$ cat config.mk
export PLATFORM = sky130hd
export DESIGN_NAME = pstr_sequencer
export DESIGN_NICKNAME = d
export VERILOG_FILES = /design/src/hdl/pstr_pkg.sv /design/src/hdl/pstr_sequencer.sv
export SDC_FILE = /design/constraint.sdc
export NUM_CORES = 1
export LEC_CHECK = 0
export ABC_AREA = 1
export BUFFER_PORTS_ARGS = -buffer_cell sky130_fd_sc_hd__buf_4
export CAP_MARGIN = 40
export CELL_PAD_IN_SITES_DETAIL_PLACEMENT = 1
export CELL_PAD_IN_SITES_GLOBAL_PLACEMENT = 1
export CORE_UTILIZATION = 30
export CTS_BUF_LIST = sky130_fd_sc_hd__clkbuf_8
export CTS_CLUSTER_DIAMETER = 30
export CTS_CLUSTER_SIZE = 10
export DETAILED_ROUTE_END_ITERATION = 16
export PLACE_DENSITY_LB_ADDON = 0.3
export SYNTH_ARGS = -nofsm -noshare
export SYNTH_HDL_FRONTEND = slang
export SYNTH_SLANG_ARGS = --single-unit
$ cat constraint.sdc
create_clock -name clk -period 3.15 [get_ports clk]
set_input_delay 0.63 -clock clk [delete_from_list [all_inputs] [get_ports clk]]
set_output_delay 0.63 -clock clk [all_outputs]
set_load 0.05 [all_outputs]
$ cat src/hdl/pstr_pkg.sv
// Purpose: shared constants for the program sequencer and table read unit
// Assumes: 200 MHz system clock, Avalon-MM register access
// Notes:   register index times four gives the byte address
package pstr_pkg;
   localparam int unsigned PC_W       = 12;
   localparam int unsigned ROM_W      = 15;
   localparam int unsigned STACK_DEPTH = 6;
   localparam int unsigned PHASES     = 4;
   // register indices, byte address = 4 * index
   localparam logic [5:0] IDX_PC_LOW  = 6'h06;
   localparam logic [5:0] IDX_TBL_PTR = 6'h07;
   localparam logic [5:0] IDX_TBL_HI  = 6'h08;
   localparam logic [5:0] IDX_SEQ_CTL = 6'h0C;
   // control register fields
   localparam int unsigned CTL_GIE_BIT  = 0;
   localparam int unsigned CTL_HALT_BIT = 1;
   localparam int unsigned CTL_FULL_BIT = 2;
   localparam int unsigned CTL_SP_LSB   = 4;
   localparam logic        GIE_RST      = 1'b0;
   localparam logic [7:0]  TBL_PTR_RST  = 8'h00;
   // fixed program addresses
   localparam logic [11:0] RESET_VEC  = 12'h000;
   localparam logic [11:0] VEC_STEP   = 12'h004;
   localparam int unsigned IRQ_N      = 6;
   localparam logic [3:0]  LAST_PAGE  = 4'hF;
   // start-up after wake, in system clock periods
   localparam int unsigned SST_PERIODS = 1024;
   localparam real         CLK_MHZ     = 200.0;
   localparam int unsigned SST_CYCLES  = SST_PERIODS;
   // sequencing operations presented by the instruction decoder
   typedef enum logic [2:0] {
      PSTR_OP_NEXT  = 3'b000,
      PSTR_OP_SKIP  = 3'b001,
      PSTR_OP_JUMP  = 3'b010,
      PSTR_OP_CALL  = 3'b011,
      PSTR_OP_RET   = 3'b100,
      PSTR_OP_TBLC  = 3'b101,
      PSTR_OP_TBLL  = 3'b110,
      PSTR_OP_HALT  = 3'b111
   } pstr_op_e;
   typedef enum logic [1:0] {
      PSTR_RUN   = 2'b00,
      PSTR_TABLE = 2'b01,
      PSTR_HALT  = 2'b10,
      PSTR_WAKE  = 2'b11
   } pstr_state_e;
endpackage

$ cat src/hdl/pstr_sequencer.sv
// Purpose: program sequencing, return stack, vectors and table reads
// Assumes: program ROM answers combinationally on rom_addr
// Notes:   decoder drives ctl_* for the word in instr during exec_valid
`timescale 1ns/1ps
module pstr_sequencer #(
   parameter int unsigned STACK_LEVELS = pstr_pkg::STACK_DEPTH
) (
   input  wire logic        clk,
   input  wire logic        resetn,
   // avalon-mm slave
   input  wire logic [7:0]  avs_address,
   input  wire logic        avs_read,
   input  wire logic        avs_write,
   input  wire logic [31:0] avs_writedata,
   input  wire logic [3:0]  avs_byteenable,
   output logic      [31:0] avs_readdata,
   output logic             avs_waitrequest,
   // program rom
   output logic      [11:0] rom_addr,
   input  wire logic [14:0] rom_data,
   // decoder side
   output logic      [14:0] instr,
   output logic             exec_valid,
   output logic      [1:0]  phase,
   input  wire logic [2:0]  ctl_op,
   input  wire logic        ctl_skip_true,
   input  wire logic [11:0] ctl_target,
   input  wire logic [7:0]  ctl_dmem_addr,
   // data memory write port for table reads
   output logic             dmem_we,
   output logic      [7:0]  dmem_addr,
   output logic      [7:0]  dmem_wdata,
   // interrupts, already gated by their own enables
   input  wire logic [5:0]  irq_req,
   output logic      [5:0]  irq_ack,
   input  wire logic        wake
);
   localparam int unsigned SP_W = $clog2(STACK_LEVELS + 1);

   // pointer field in the status register holds four bits at most
   if (STACK_LEVELS < 1 || STACK_LEVELS > 15) begin : g_bad_levels
      $error("pstr_sequencer: STACK_LEVELS out of range");
   end

   pstr_pkg::pstr_state_e state_reg;
   logic [1:0]   phase_reg;
   logic [11:0]  program_counter_reg;
   logic [11:0]  pc_next;
   logic [14:0]  instr_reg;
   logic         instr_valid_reg;
   logic [7:0]   table_pointer_reg;
   logic [6:0]   table_high_reg;
   logic         global_irq_enable_reg;
   logic         pcl_pend_reg;
   logic [7:0]   pcl_val_reg;
   logic [11:0]  tbl_addr_reg;
   logic [7:0]   tbl_dest_reg;
   logic [10:0]  sst_cnt_reg;
   logic [11:0]  stack_mem [STACK_LEVELS];
   logic [SP_W-1:0] return_stack_pointer_reg;
   logic [SP_W-1:0] wr_idx;
   logic [SP_W-1:0] top_idx;
   logic         stack_full;
   logic         cycle_end;
   logic         running;
   logic         do_irq;
   logic [2:0]   irq_sel;
   logic         push;
   logic         pop;
   logic         flush;
   logic [11:0]  push_val;
   logic         bus_ack_reg;
   logic         bus_req;
   logic         bus_wr;
   logic [5:0]   bus_idx;

   // lowest numbered request has the lowest vector
   function automatic logic [2:0] pick_irq(input logic [5:0] req);
      logic [2:0] sel;
      sel = 3'd0;
      for (int i = pstr_pkg::IRQ_N - 1; i >= 0; i--) begin
         if (req[i]) begin
            sel = 3'(i);
         end
      end
      return sel;
   endfunction

   // vector address of request number n
   function automatic logic [11:0] vec_of(input logic [2:0] n);
      return 12'(({9'h000, n} + 12'h001) * pstr_pkg::VEC_STEP);
   endfunction

   // four phase divider
   always_ff @(posedge clk or negedge resetn) begin
      if (!resetn) begin
         phase_reg <= 2'h0;
      end else begin
         phase_reg <= phase_reg + 2'h1;
      end
   end

   assign phase      = phase_reg;
   assign cycle_end  = (phase_reg == 2'h3);
   assign running    = (state_reg == pstr_pkg::PSTR_RUN);
   assign exec_valid = running && instr_valid_reg;
   assign instr      = instr_reg;
   assign stack_full = (return_stack_pointer_reg == SP_W'(STACK_LEVELS));

   // rom port: table word in table cycle, else the next instruction
   always_comb begin
      rom_addr = program_counter_reg;
      if (state_reg == pstr_pkg::PSTR_TABLE) begin
         rom_addr = tbl_addr_reg;
      end
   end

   // interrupt taken only beside a plain instruction or a dummy cycle;
   // a transfer, skip, table read or halt in execution would be lost
   assign irq_sel = pick_irq(irq_req);
   assign do_irq  = cycle_end && running && global_irq_enable_reg
                    && (|irq_req) && !stack_full
                    && !(instr_valid_reg
                         && pstr_pkg::pstr_op_e'(ctl_op)
                            != pstr_pkg::PSTR_OP_NEXT)
                    && !pcl_pend_reg;

   // next program counter and dummy-cycle decision
   always_comb begin
      pc_next  = program_counter_reg + 12'h001;
      flush    = 1'b0;
      push     = 1'b0;
      pop      = 1'b0;
      push_val = program_counter_reg;
      if (pcl_pend_reg) begin
         pc_next = {program_counter_reg[11:8], pcl_val_reg};
         flush   = 1'b1;
      end else if (do_irq) begin
         // the word just fetched is discarded and re-fetched on return
         pc_next = vec_of(irq_sel);
         push    = 1'b1;
         flush   = 1'b1;
      end else if (exec_valid) begin
         case (pstr_pkg::pstr_op_e'(ctl_op))
            pstr_pkg::PSTR_OP_SKIP: begin
               flush = ctl_skip_true;
            end
            pstr_pkg::PSTR_OP_JUMP: begin
               pc_next = ctl_target;
               flush   = 1'b1;
            end
            pstr_pkg::PSTR_OP_CALL: begin
               pc_next = ctl_target;
               push    = 1'b1;
               flush   = 1'b1;
            end
            pstr_pkg::PSTR_OP_RET: begin
               pc_next = stack_mem[top_idx];
               pop     = (return_stack_pointer_reg != '0);
               flush   = 1'b1;
            end
            default: begin
               flush = 1'b0;
            end
         endcase
      end
   end

   // sequencing state
   always_ff @(posedge clk or negedge resetn) begin
      if (!resetn) begin
         state_reg <= pstr_pkg::PSTR_RUN;
      end else if (cycle_end) begin
         case (state_reg)
            pstr_pkg::PSTR_RUN: begin
               if (exec_valid && !pcl_pend_reg && !do_irq) begin
                  case (pstr_pkg::pstr_op_e'(ctl_op))
                     pstr_pkg::PSTR_OP_TBLC,
                     pstr_pkg::PSTR_OP_TBLL:
                        state_reg <= pstr_pkg::PSTR_TABLE;
                     pstr_pkg::PSTR_OP_HALT:
                        state_reg <= pstr_pkg::PSTR_HALT;
                     default:
                        state_reg <= pstr_pkg::PSTR_RUN;
                  endcase
               end
            end
            pstr_pkg::PSTR_TABLE: state_reg <= pstr_pkg::PSTR_RUN;
            pstr_pkg::PSTR_HALT: begin
               if (wake || (|irq_req)) begin
                  state_reg <= pstr_pkg::PSTR_WAKE;
               end
            end
            pstr_pkg::PSTR_WAKE: begin
               if (sst_cnt_reg == 11'(pstr_pkg::SST_CYCLES)) begin
                  state_reg <= pstr_pkg::PSTR_RUN;
               end
            end
            default: state_reg <= pstr_pkg::PSTR_RUN;
         endcase
      end
   end

   // start-up count of system clocks after wake
   always_ff @(posedge clk or negedge resetn) begin
      if (!resetn) begin
         sst_cnt_reg <= 11'h000;
      end else if (state_reg != pstr_pkg::PSTR_WAKE) begin
         sst_cnt_reg <= 11'h001;
      end else if (sst_cnt_reg != 11'(pstr_pkg::SST_CYCLES)) begin
         sst_cnt_reg <= sst_cnt_reg + 11'h001;
      end
   end

   // program counter and fetch register
   always_ff @(posedge clk or negedge resetn) begin
      if (!resetn) begin
         program_counter_reg <= pstr_pkg::RESET_VEC;
         instr_reg           <= 15'h0000;
         instr_valid_reg     <= 1'b0;
      end else if (cycle_end && running) begin
         program_counter_reg <= pc_next;
         instr_reg           <= rom_data;
         instr_valid_reg     <= !flush;
      end else if (cycle_end && pcl_pend_reg) begin
         program_counter_reg <= pc_next;
         instr_valid_reg     <= 1'b0;
      end
   end

   // table read: address latch, then word split
   always_ff @(posedge clk or negedge resetn) begin
      if (!resetn) begin
         tbl_addr_reg   <= 12'h000;
         tbl_dest_reg   <= 8'h00;
         table_high_reg <= 7'h00;
      end else if (cycle_end && running && exec_valid) begin
         tbl_dest_reg <= ctl_dmem_addr;
         if (pstr_pkg::pstr_op_e'(ctl_op) == pstr_pkg::PSTR_OP_TBLL) begin
            tbl_addr_reg <= {pstr_pkg::LAST_PAGE,
                             table_pointer_reg};
         end else begin
            tbl_addr_reg <= {program_counter_reg[11:8],
                             table_pointer_reg};
         end
      end else if (cycle_end
                   && state_reg == pstr_pkg::PSTR_TABLE) begin
         table_high_reg <= rom_data[14:8];
      end
   end

   // data memory write at the end of the table cycle
   always_ff @(posedge clk or negedge resetn) begin
      if (!resetn) begin
         dmem_we    <= 1'b0;
         dmem_addr  <= 8'h00;
         dmem_wdata <= 8'h00;
      end else begin
         dmem_we <= cycle_end && state_reg == pstr_pkg::PSTR_TABLE;
         if (cycle_end && state_reg == pstr_pkg::PSTR_TABLE) begin
            dmem_addr  <= tbl_dest_reg;
            dmem_wdata <= rom_data[7:0];
         end
      end
   end

   // return stack, shifted down when full so an overflowing call drops the oldest
   assign wr_idx  = (return_stack_pointer_reg == SP_W'(STACK_LEVELS))
                    ? '0 : return_stack_pointer_reg;
   assign top_idx = (return_stack_pointer_reg == '0)
                    ? '0 : return_stack_pointer_reg - SP_W'(1);
   assign bus_req = (avs_read || avs_write) && !bus_ack_reg;
   always_ff @(posedge clk or negedge resetn) begin
      if (!resetn) begin
         return_stack_pointer_reg <= '0;
         for (int i = 0; i < STACK_LEVELS; i++) begin
            stack_mem[i] <= 12'h000;
         end
      end else if (cycle_end && running && push) begin
         if (stack_full) begin
            for (int i = 0; i < STACK_LEVELS - 1; i++) begin
               stack_mem[i] <= stack_mem[i+1];
            end
            stack_mem[STACK_LEVELS-1] <= push_val;
         end else begin
            stack_mem[wr_idx] <= push_val;
            return_stack_pointer_reg <= return_stack_pointer_reg
                                        + SP_W'(1);
         end
      end else if (cycle_end && running && pop) begin
         return_stack_pointer_reg <= return_stack_pointer_reg
                                     - SP_W'(1);
      end
   end

   // interrupt acknowledge pulse, one per taken request
   always_ff @(posedge clk or negedge resetn) begin
      if (!resetn) begin
         irq_ack <= 6'h00;
      end else begin
         irq_ack <= do_irq ? 6'(6'h01 << irq_sel) : 6'h00;
      end
   end

   // bus decode; a request waits one cycle, then completes
   assign bus_idx         = avs_address[7:2];
   assign bus_wr          = avs_write && bus_ack_reg && avs_byteenable[0];
   assign avs_waitrequest = bus_req;
   always_ff @(posedge clk or negedge resetn) begin
      if (!resetn) begin
         bus_ack_reg <= 1'b0;
      end else begin
         bus_ack_reg <= bus_req;
      end
   end

   // software registers; hardware clear of enable wins over writes
   always_ff @(posedge clk or negedge resetn) begin
      if (!resetn) begin
         table_pointer_reg     <= pstr_pkg::TBL_PTR_RST;
         global_irq_enable_reg <= pstr_pkg::GIE_RST;
      end else begin
         if (bus_wr && bus_idx == pstr_pkg::IDX_TBL_PTR) begin
            table_pointer_reg <= avs_writedata[7:0];
         end
         if (do_irq) begin
            global_irq_enable_reg <= 1'b0;
         end else if (bus_wr && bus_idx == pstr_pkg::IDX_SEQ_CTL) begin
            global_irq_enable_reg <=
               avs_writedata[pstr_pkg::CTL_GIE_BIT];
         end
      end
   end

   // short jump request held until the instruction cycle boundary
   always_ff @(posedge clk or negedge resetn) begin
      if (!resetn) begin
         pcl_pend_reg <= 1'b0;
         pcl_val_reg  <= 8'h00;
      end else if (bus_wr && bus_idx == pstr_pkg::IDX_PC_LOW) begin
         pcl_pend_reg <= 1'b1;
         pcl_val_reg  <= avs_writedata[7:0];
      end else if (cycle_end) begin
         pcl_pend_reg <= 1'b0;
      end
   end

   // read data; high byte register ignores writes
   always_comb begin
      avs_readdata = 32'h0000_0000;
      case (bus_idx)
         pstr_pkg::IDX_PC_LOW:
            avs_readdata[7:0] = program_counter_reg[7:0];
         pstr_pkg::IDX_TBL_PTR:
            avs_readdata[7:0] = table_pointer_reg;
         pstr_pkg::IDX_TBL_HI:
            avs_readdata[7:0] = {1'b0, table_high_reg};
         pstr_pkg::IDX_SEQ_CTL: begin
            avs_readdata[pstr_pkg::CTL_GIE_BIT]  = global_irq_enable_reg;
            avs_readdata[pstr_pkg::CTL_HALT_BIT] = !running;
            avs_readdata[pstr_pkg::CTL_FULL_BIT] = stack_full;
            avs_readdata[pstr_pkg::CTL_SP_LSB +: 4] =
               4'(return_stack_pointer_reg);
         end
         default: avs_readdata = 32'h0000_0000;
      endcase
   end
endmodule

==> flow_summary.toml, run 1 <==
[status]
status = "finished, final reports clean"

[sta]
tightestPinTransition_ns = 0.772
final_max_slew_viol_count = 0
period_needed_ns = 2.91
setup_violations = 0
relSlewSlack = 0.484
hold_violations = 0
finalSetupTns_ns = 0
fin_skew_ns = 0.0177
fmax_ghz = 0.343
fin_crit_sh = 0.925
rsz0062_at_grt = "false"

[clock_network]
cts_buffer_depth = 2
cts_tree = "yes"
cts_root_buffer = "clkbuf_8"
cts_setup_buffers = 0
clk_latency_ns = 0.50
post_cts_resized = 0
htreeDepth = 4
cts.sinks = 187
clk_pin_slew_ns = 0.12
cts_buffers = 17
cts_hold_buffers = 0

[logic_synthesis]
syn_area_per_cell_um2 = 7.66
ys_seq_area_frac = 0.476
synthTopCellsByCount = "367 x nand2_1, 187 x dfrtp_1, 165 x o21ai_0"
synthArstFlopShare = 1.00
synth_cell_types = 42
ys_warn_count = 0
synth.most_common_cell = "nand2_1"
synth-seq-cells = 187
synth_top_cell_by_area = "dfrtp_1"
yosys-top-cells-area = "dfrtp_1 48%, nand2_1 14%, o21ai_0 8.4%, inv_1 5.5%, nand3_1 4.3%"
synth-edff-count = 0
netlist_area_um2 = 9840
syn_inst = 1285
synth_flop_cell = "dfrtp_1"
yosysTopAreaCellShare = 0.476

[cells_and_area]
final_util = 0.366
area_growth_pct = 18.7
largest_register_ffs = 72
fillerInstances = 3994
antenna_cells = 0
nNetsFinal = 1511
drive_above_1_share = 0.149

[global_route]
grt_max_degree = 72
grt_overflow = 0
grt_pass1_vias = 9379
grtUsageTotal = 0.205
grt_first_pass_wirelength_mm = 52.9
grt_antenna_before_repair = 0

[worst_setup_path]
cpPeakStageDelay_ns = 0.50
crit_type = "reg -> out"
crit_chain = "inv_1, nor2_1, buf_4, nand2_1, o21ai_0, buf_4"
cp_num_buf_inv = 3
crit_fanout = 19
end_kind = "output pin"
arrival_ns = 2.28
path_delay_family = "buffers and inverters"
cpMostUsedCell = "buf_4"
cp.required_ns = 2.52
crit_slowest_cell = "dfrtp_1"
cp-start-kind = "register"

[drt]
ant_nets = 0
drt_wl_total_mm = 33.1
viasPerCell = 4.93
dr.pass1.iters = 4
drtIter0Drc = 472
vias = 9123
drc_errors = 0
routedWlPerCell_um = 17.9

[floorplan]
core_region_area_um2 = 31900
num_io_pins = 180
rows = 65
die_area_um2 = 33500
initial_core_util = 0.309
die_h_um = 183
die_w_um = 183

[pwr]
ir_worst_vdd_mv = 0.616
pwr_density_cell_nw_per_um2 = 837
p_leak_uw = 0.00578

[place]
place.gp.congestion = 0.820
post-dp-hpwl_mm = 23.6
placement.io_buffers = 126

[worst_hold_path]
min_path_type = "in -> async"

[flow_run]
cap_violations = 0
==> cell usage in the layout, fill, tap and decap left out, drive strengths merged, types with 5 or more instances in the layout <==
master / Yosys / final
nand2: 372 / 372
o21ai: 197 / 197
dfrtp: 187 / 187
inv: 149 / 156
buf: 43 / 154
nand3: 85 / 85
nor2: 58 / 58
o22ai: 41 / 41
a21oi: 32 / 32
conb: 1 / 24
clkbuf: 36 / 18
nor3: 15 / 15
ha: 14 / 14
clkinv: 5 / 9
nand4: 8 / 8
o211ai: 8 / 8
xor2: 7 / 7
o21a: 6 / 6
a22oi: 5 / 5
==> stage by stage <==
stage	hold slack, ns	setup WS (ns)	cells	total power, uW	instance area (um^2)
floorplan	0.334	0.375	1308	6240	9920
global placement	0.434	0.362	1818	7910	11200
detailed placement	0.435	0.371	1819	7990	11200
CTS	0.164	0.188	1851	9820	11700
global route	0.197	0.0298	1851	10400	11700
finish	0.160	0.235	1851	9780	11700
==> power breakdown <==
part           switching [uW]  internal (uW)  total [uW]
Sequential                378           2910        3280
Clock                    1070            757        1820
Combinational            3340           1330        4670
==> area by class of cell <==
cell class              count  area [um^2]  area share
clock inverters            15          206      0.0177
multi-input cells         888         4250       0.363
inverters                 154          582      0.0498
well taps                 435          544      0.0466
flip-flops and latches    187         4680       0.401
clock buffers              17          234      0.0200
repair buffers            155         1190       0.102
==> logic make-up (layout without fill, tap and decap cells) <==
kind of cell	Yosys count	after routing	share of synthesized area
AND/OR/NAND/NOR	541	541	0.227
AO/OA/AOI/OAI	301	301	0.170
buffers and inverters	233	341	0.102
flip-flops	187	187	0.476
adder cells (fa/ha/maj)	14	14	0.0178
XOR/XNOR	8	8	0.00712
other	1	24	0.000381
==> worst paths after layout <==
check                                             from                endpoint  slack [ns]  cells after the start
min reg2reg                                bus_ack_reg             bus_ack_reg        0.45                      1
max in group asynchronous                       resetn         tbl_addr_reg[6]        2.10                      2
max reg2reg                return_stack_pointer_reg[1]  program_counter_reg[3]        0.48                     17
max                                       state_reg[0]             rom_addr[5]        0.24                      6
min in group clk                      ctl_dmem_addr[4]         tbl_dest_reg[4]        0.34                      3
min                                             resetn           stack_mem[29]        0.16                      1
==> worst reg2reg max path: cells and delay by family, from the launching register on <==
kind | cells | cell delay, ns
buffers and inverters | 3 | 0.50
and+or+nand+nor | 12 | 1.19
adders and majority gates | 2 | 0.46
DFF | 1 | 0.47
==> layer usage <==
| metal | track usage | vias to the layer above | share of wire |
|---|---|---|---|
| met2 | 0.334 | 237 | 0.47 |
| met3 | 0.0393 | 40 | 0.052 |
| met4 | 0.0570 | 0 | 0.018 |
| met5 | 0 | - | 0 |
| li1 | - | 4367 | - |
| met1 | 0.276 | 4479 | 0.46 |
(Power assumes the default switching activity.)
==> run 2: changes to the inputs <==
--- a/config.mk
+++ b/config.mk
@@ -5,7 +5,6 @@
 export SDC_FILE = /design/constraint.sdc
 export NUM_CORES = 1
 export LEC_CHECK = 0
-export ABC_AREA = 1
 export BUFFER_PORTS_ARGS = -buffer_cell sky130_fd_sc_hd__buf_4
 export CAP_MARGIN = 40
 export CELL_PAD_IN_SITES_DETAIL_PLACEMENT = 1
==> flow_summary.toml, run 2 <==
[status]
status = "finished, final reports clean"

[worst_setup_path]
cpPeakStageDelay_ns = 0.44
crit_chain = "buf_4, nor4_1, nand2_1, nor2_1, a22oi_1, o211ai_1, buf_4"
cpMostUsedCell = "buf_4"
r2r_cells = 7
path_delay_family = "simple AND/OR/NAND/NOR gates"
cp-start-kind = "input port"
end_kind = "output pin"
arrival_ns = 2.24
ff2ff_setup_slack_ns = 0.32
crit_fanout = 8
cp.required_ns = 2.52
crit_slowest_cell = "nor4_1"
timing.rr.start = "return_stack_pointer_reg[2]"
cp_num_buf_inv = 2
worstReg2RegEnd = "program_counter_reg[1]"
crit_type = "in -> out"

[logic_synthesis]
synth_cell_types = 71
synth_top_family_by_area = "compound AO/OA/AOI/OAI gates"
syn_area_per_cell_um2 = 10.5
synthTopCellsByCount = "187 x dfrtp_1, 93 x mux2_2, 57 x a22oi_1, 57 x nand2_1, 56 x clkbuf_1"
ys_warn_count = 0
synthMuxAreaShare = 0.137
ys_seq_area_frac = 0.476
synth-edff-count = 0
synth_flop_cell = "dfrtp_1"
syn_inst = 935
synth_compound_area_frac = 0.197
yosysTopAreaCellShare = 0.476
synth.most_common_cell = "dfrtp_1"
synthAdderAreaFrac = 0.0178
synth_xor_area_frac = 0.0134
synth-seq-cells = 187
synth-simple-area-share = 0.100
synthArstFlopShare = 1.00
netlist_area_um2 = 9840
yosys-top-cells-area = "dfrtp_1 48%, mux2_2 11%, a22oi_1 4.3%, o2bb2ai_1 2.2%, nand2_1 2.2%"
synth_top_cell_by_area = "dfrtp_1"

[floorplan]
rows = 65
die_area_um2 = 33500
core_region_area_um2 = 31900
num_io_pins = 180
die_w_um = 183
initial_core_util = 0.309
die_h_um = 183

[drt]
ant_nets = 0
vias = 8085
viasPerCell = 5.37
drc_errors = 0
drtIter0Drc = 458
drt_wl_total_mm = 31.6
routedWlPerCell_um = 21.0
dr.pass1.iters = 4

[global_route]
grt_max_degree = 70
grt_pass1_vias = 8410
grtUsageTotal = 0.194
grt_overflow = 0
grt_antenna_before_repair = 0
busiest_layer = "met2"
grt_use_met1 = 0.276
use_met2 = 0.309
grt_first_pass_wirelength_mm = 50.0
use_met3 = 0.0254

[place]
place.gp.congestion = 0.818
post-dp-hpwl_mm = 22.9
placement.io_buffers = 126

[clock_network]
cts_setup_buffers = 0
cts_root_buffer = "clkbuf_8"
clk_pin_slew_ns = 0.10
clk_latency_ns = 0.48
cts_buffer_depth = 2
cts_buffers = 17
cts_hold_buffers = 0
cts.sinks = 187
cts_tree = "yes"
htreeDepth = 4
post_cts_resized = 0

[sta]
timing.hold.ws_ns = 0.154
final_max_slew_viol_count = 0
period_needed_ns = 2.87
finalSetupTns_ns = 0
relSlewSlack = 0.383
fin_crit_sh = 0.912
hold_violations = 0
tightestPinTransition_ns = 0.919
rsz0062_at_grt = "false"
setup_violations = 0
fmax_ghz = 0.348
fin_skew_ns = 0.0170

[pwr]
power_frac_seq = 0.380
clock_power_share = 0.178
combPwrFrac = 0.442
internal-power_uw = 5060
swShare = 0.447
pwr_density_cell_nw_per_um2 = 780
p_leak_uw = 0.00525
ir_worst_vdd_mv = 0.453
power_switching_uw = 4100

[flow_run]
cap_violations = 0

[cells_and_area]
area_growth_pct = 19.3
seqCellArea_um2 = 4680
most-common-layout-cells = "187 x dfrtp_1, 174 x buf_4, 93 x mux2_2"
largest_register_ffs = 72
fillerInstances = 3620
nNetsFinal = 1167
multi_input_area_um2 = 4680
drive_above_1_share = 0.290
layout_commonest_cell = "dfrtp_1"
antenna_cells = 0

[worst_hold_path]
min_path_type = "in -> async"
[run 2: cell count changes after synthesis, sizes merged, moves of 17 or more]
cell / delta
nand3: -68
o21ai: -151
clkbuf: +20
o22ai: -24
nand2: -315
inv: -121
mux2i: +20
a31oi: +17
a22oi: +52
mux2: +102
o2bb2ai: +25
[run 2: metal layers]
| metal | routed length (um) | share of wire |
|---|---|---|
| met1 | 14900 | 0.47 |
| met2 | 15100 | 0.48 |
| met3 | 1020 | 0.032 |
| met4 | 460 | 0.015 |
| met5 | 0 | 0 |
[run 2: power by group through the flow]
stage,Combinational [uW],Clock (uW),Sequential [uW]
finish,4050,1630,3480
global route,4310,1760,3560
CTS,4060,1680,3480
detailed placement,4060,0,3530
global placement,4000,0,3510
floorplan,2230,0,3890
[run 2: stage by stage]
stage               setup slack (ns)  power, uW  utilization  area [um^2]  instances
floorplan                     0.0691       6120            -         9920        958
global placement               0.309       7510        0.356        11400       1474
detailed placement             0.255       7590        0.356        11400       1475
CTS                            0.244       9220        0.368        11700       1505
global route                  0.0966       9620        0.368        11700       1505
finish                         0.277       9150        0.368        11700       1505
[run 2: worst max-delay path by stage]
stage	depth (start not counted)	slack [ns]	endpoint	start
2_1_floorplan	11	0.07	program_counter_reg[11]	return_stack_pointer_reg[0]
3_3_place_gp	7	0.31	avs_readdata[1]	avs_address[2]
3_5_place_dp	7	0.26	avs_readdata[1]	avs_address[2]
4_1_cts	7	0.24	avs_readdata[1]	avs_address[2]
5_1_grt	7	0.1	avs_readdata[1]	avs_address[2]
6_report	7	0.28	avs_readdata[1]	avs_address[2]
[run 2: logic make-up after synthesis]
group                      after synthesis
and+or+nand+nor                        201
buffers and inverters                  124
other                                    1
AOI/OAI and AO/OA                      271
muxes                                  122
adders and majority gates               14
DFF                                    187
xor gates and xnor gates                15
[run 2: layout make-up]
class | instances | area share
multi-input combinational | 647 | 0.399
sequential | 187 | 0.399
timing repair buffer | 177 | 0.115
tap | 435 | 0.0464
clock buffer | 17 | 0.0199
clock inverter | 13 | 0.0123
inverter | 29 | 0.00927
[run 2: worst reg2reg max path: cells and delay by family, from the launching register on]
| family | cells | cell delay (ns) |
|---|---|---|
| fa+ha+maj | 1 | 0.28 |
| buf+inv | 2 | 0.39 |
| flops | 1 | 0.55 |
| compound gates | 3 | 1.04 |
| simple gates | 1 | 0.43 |
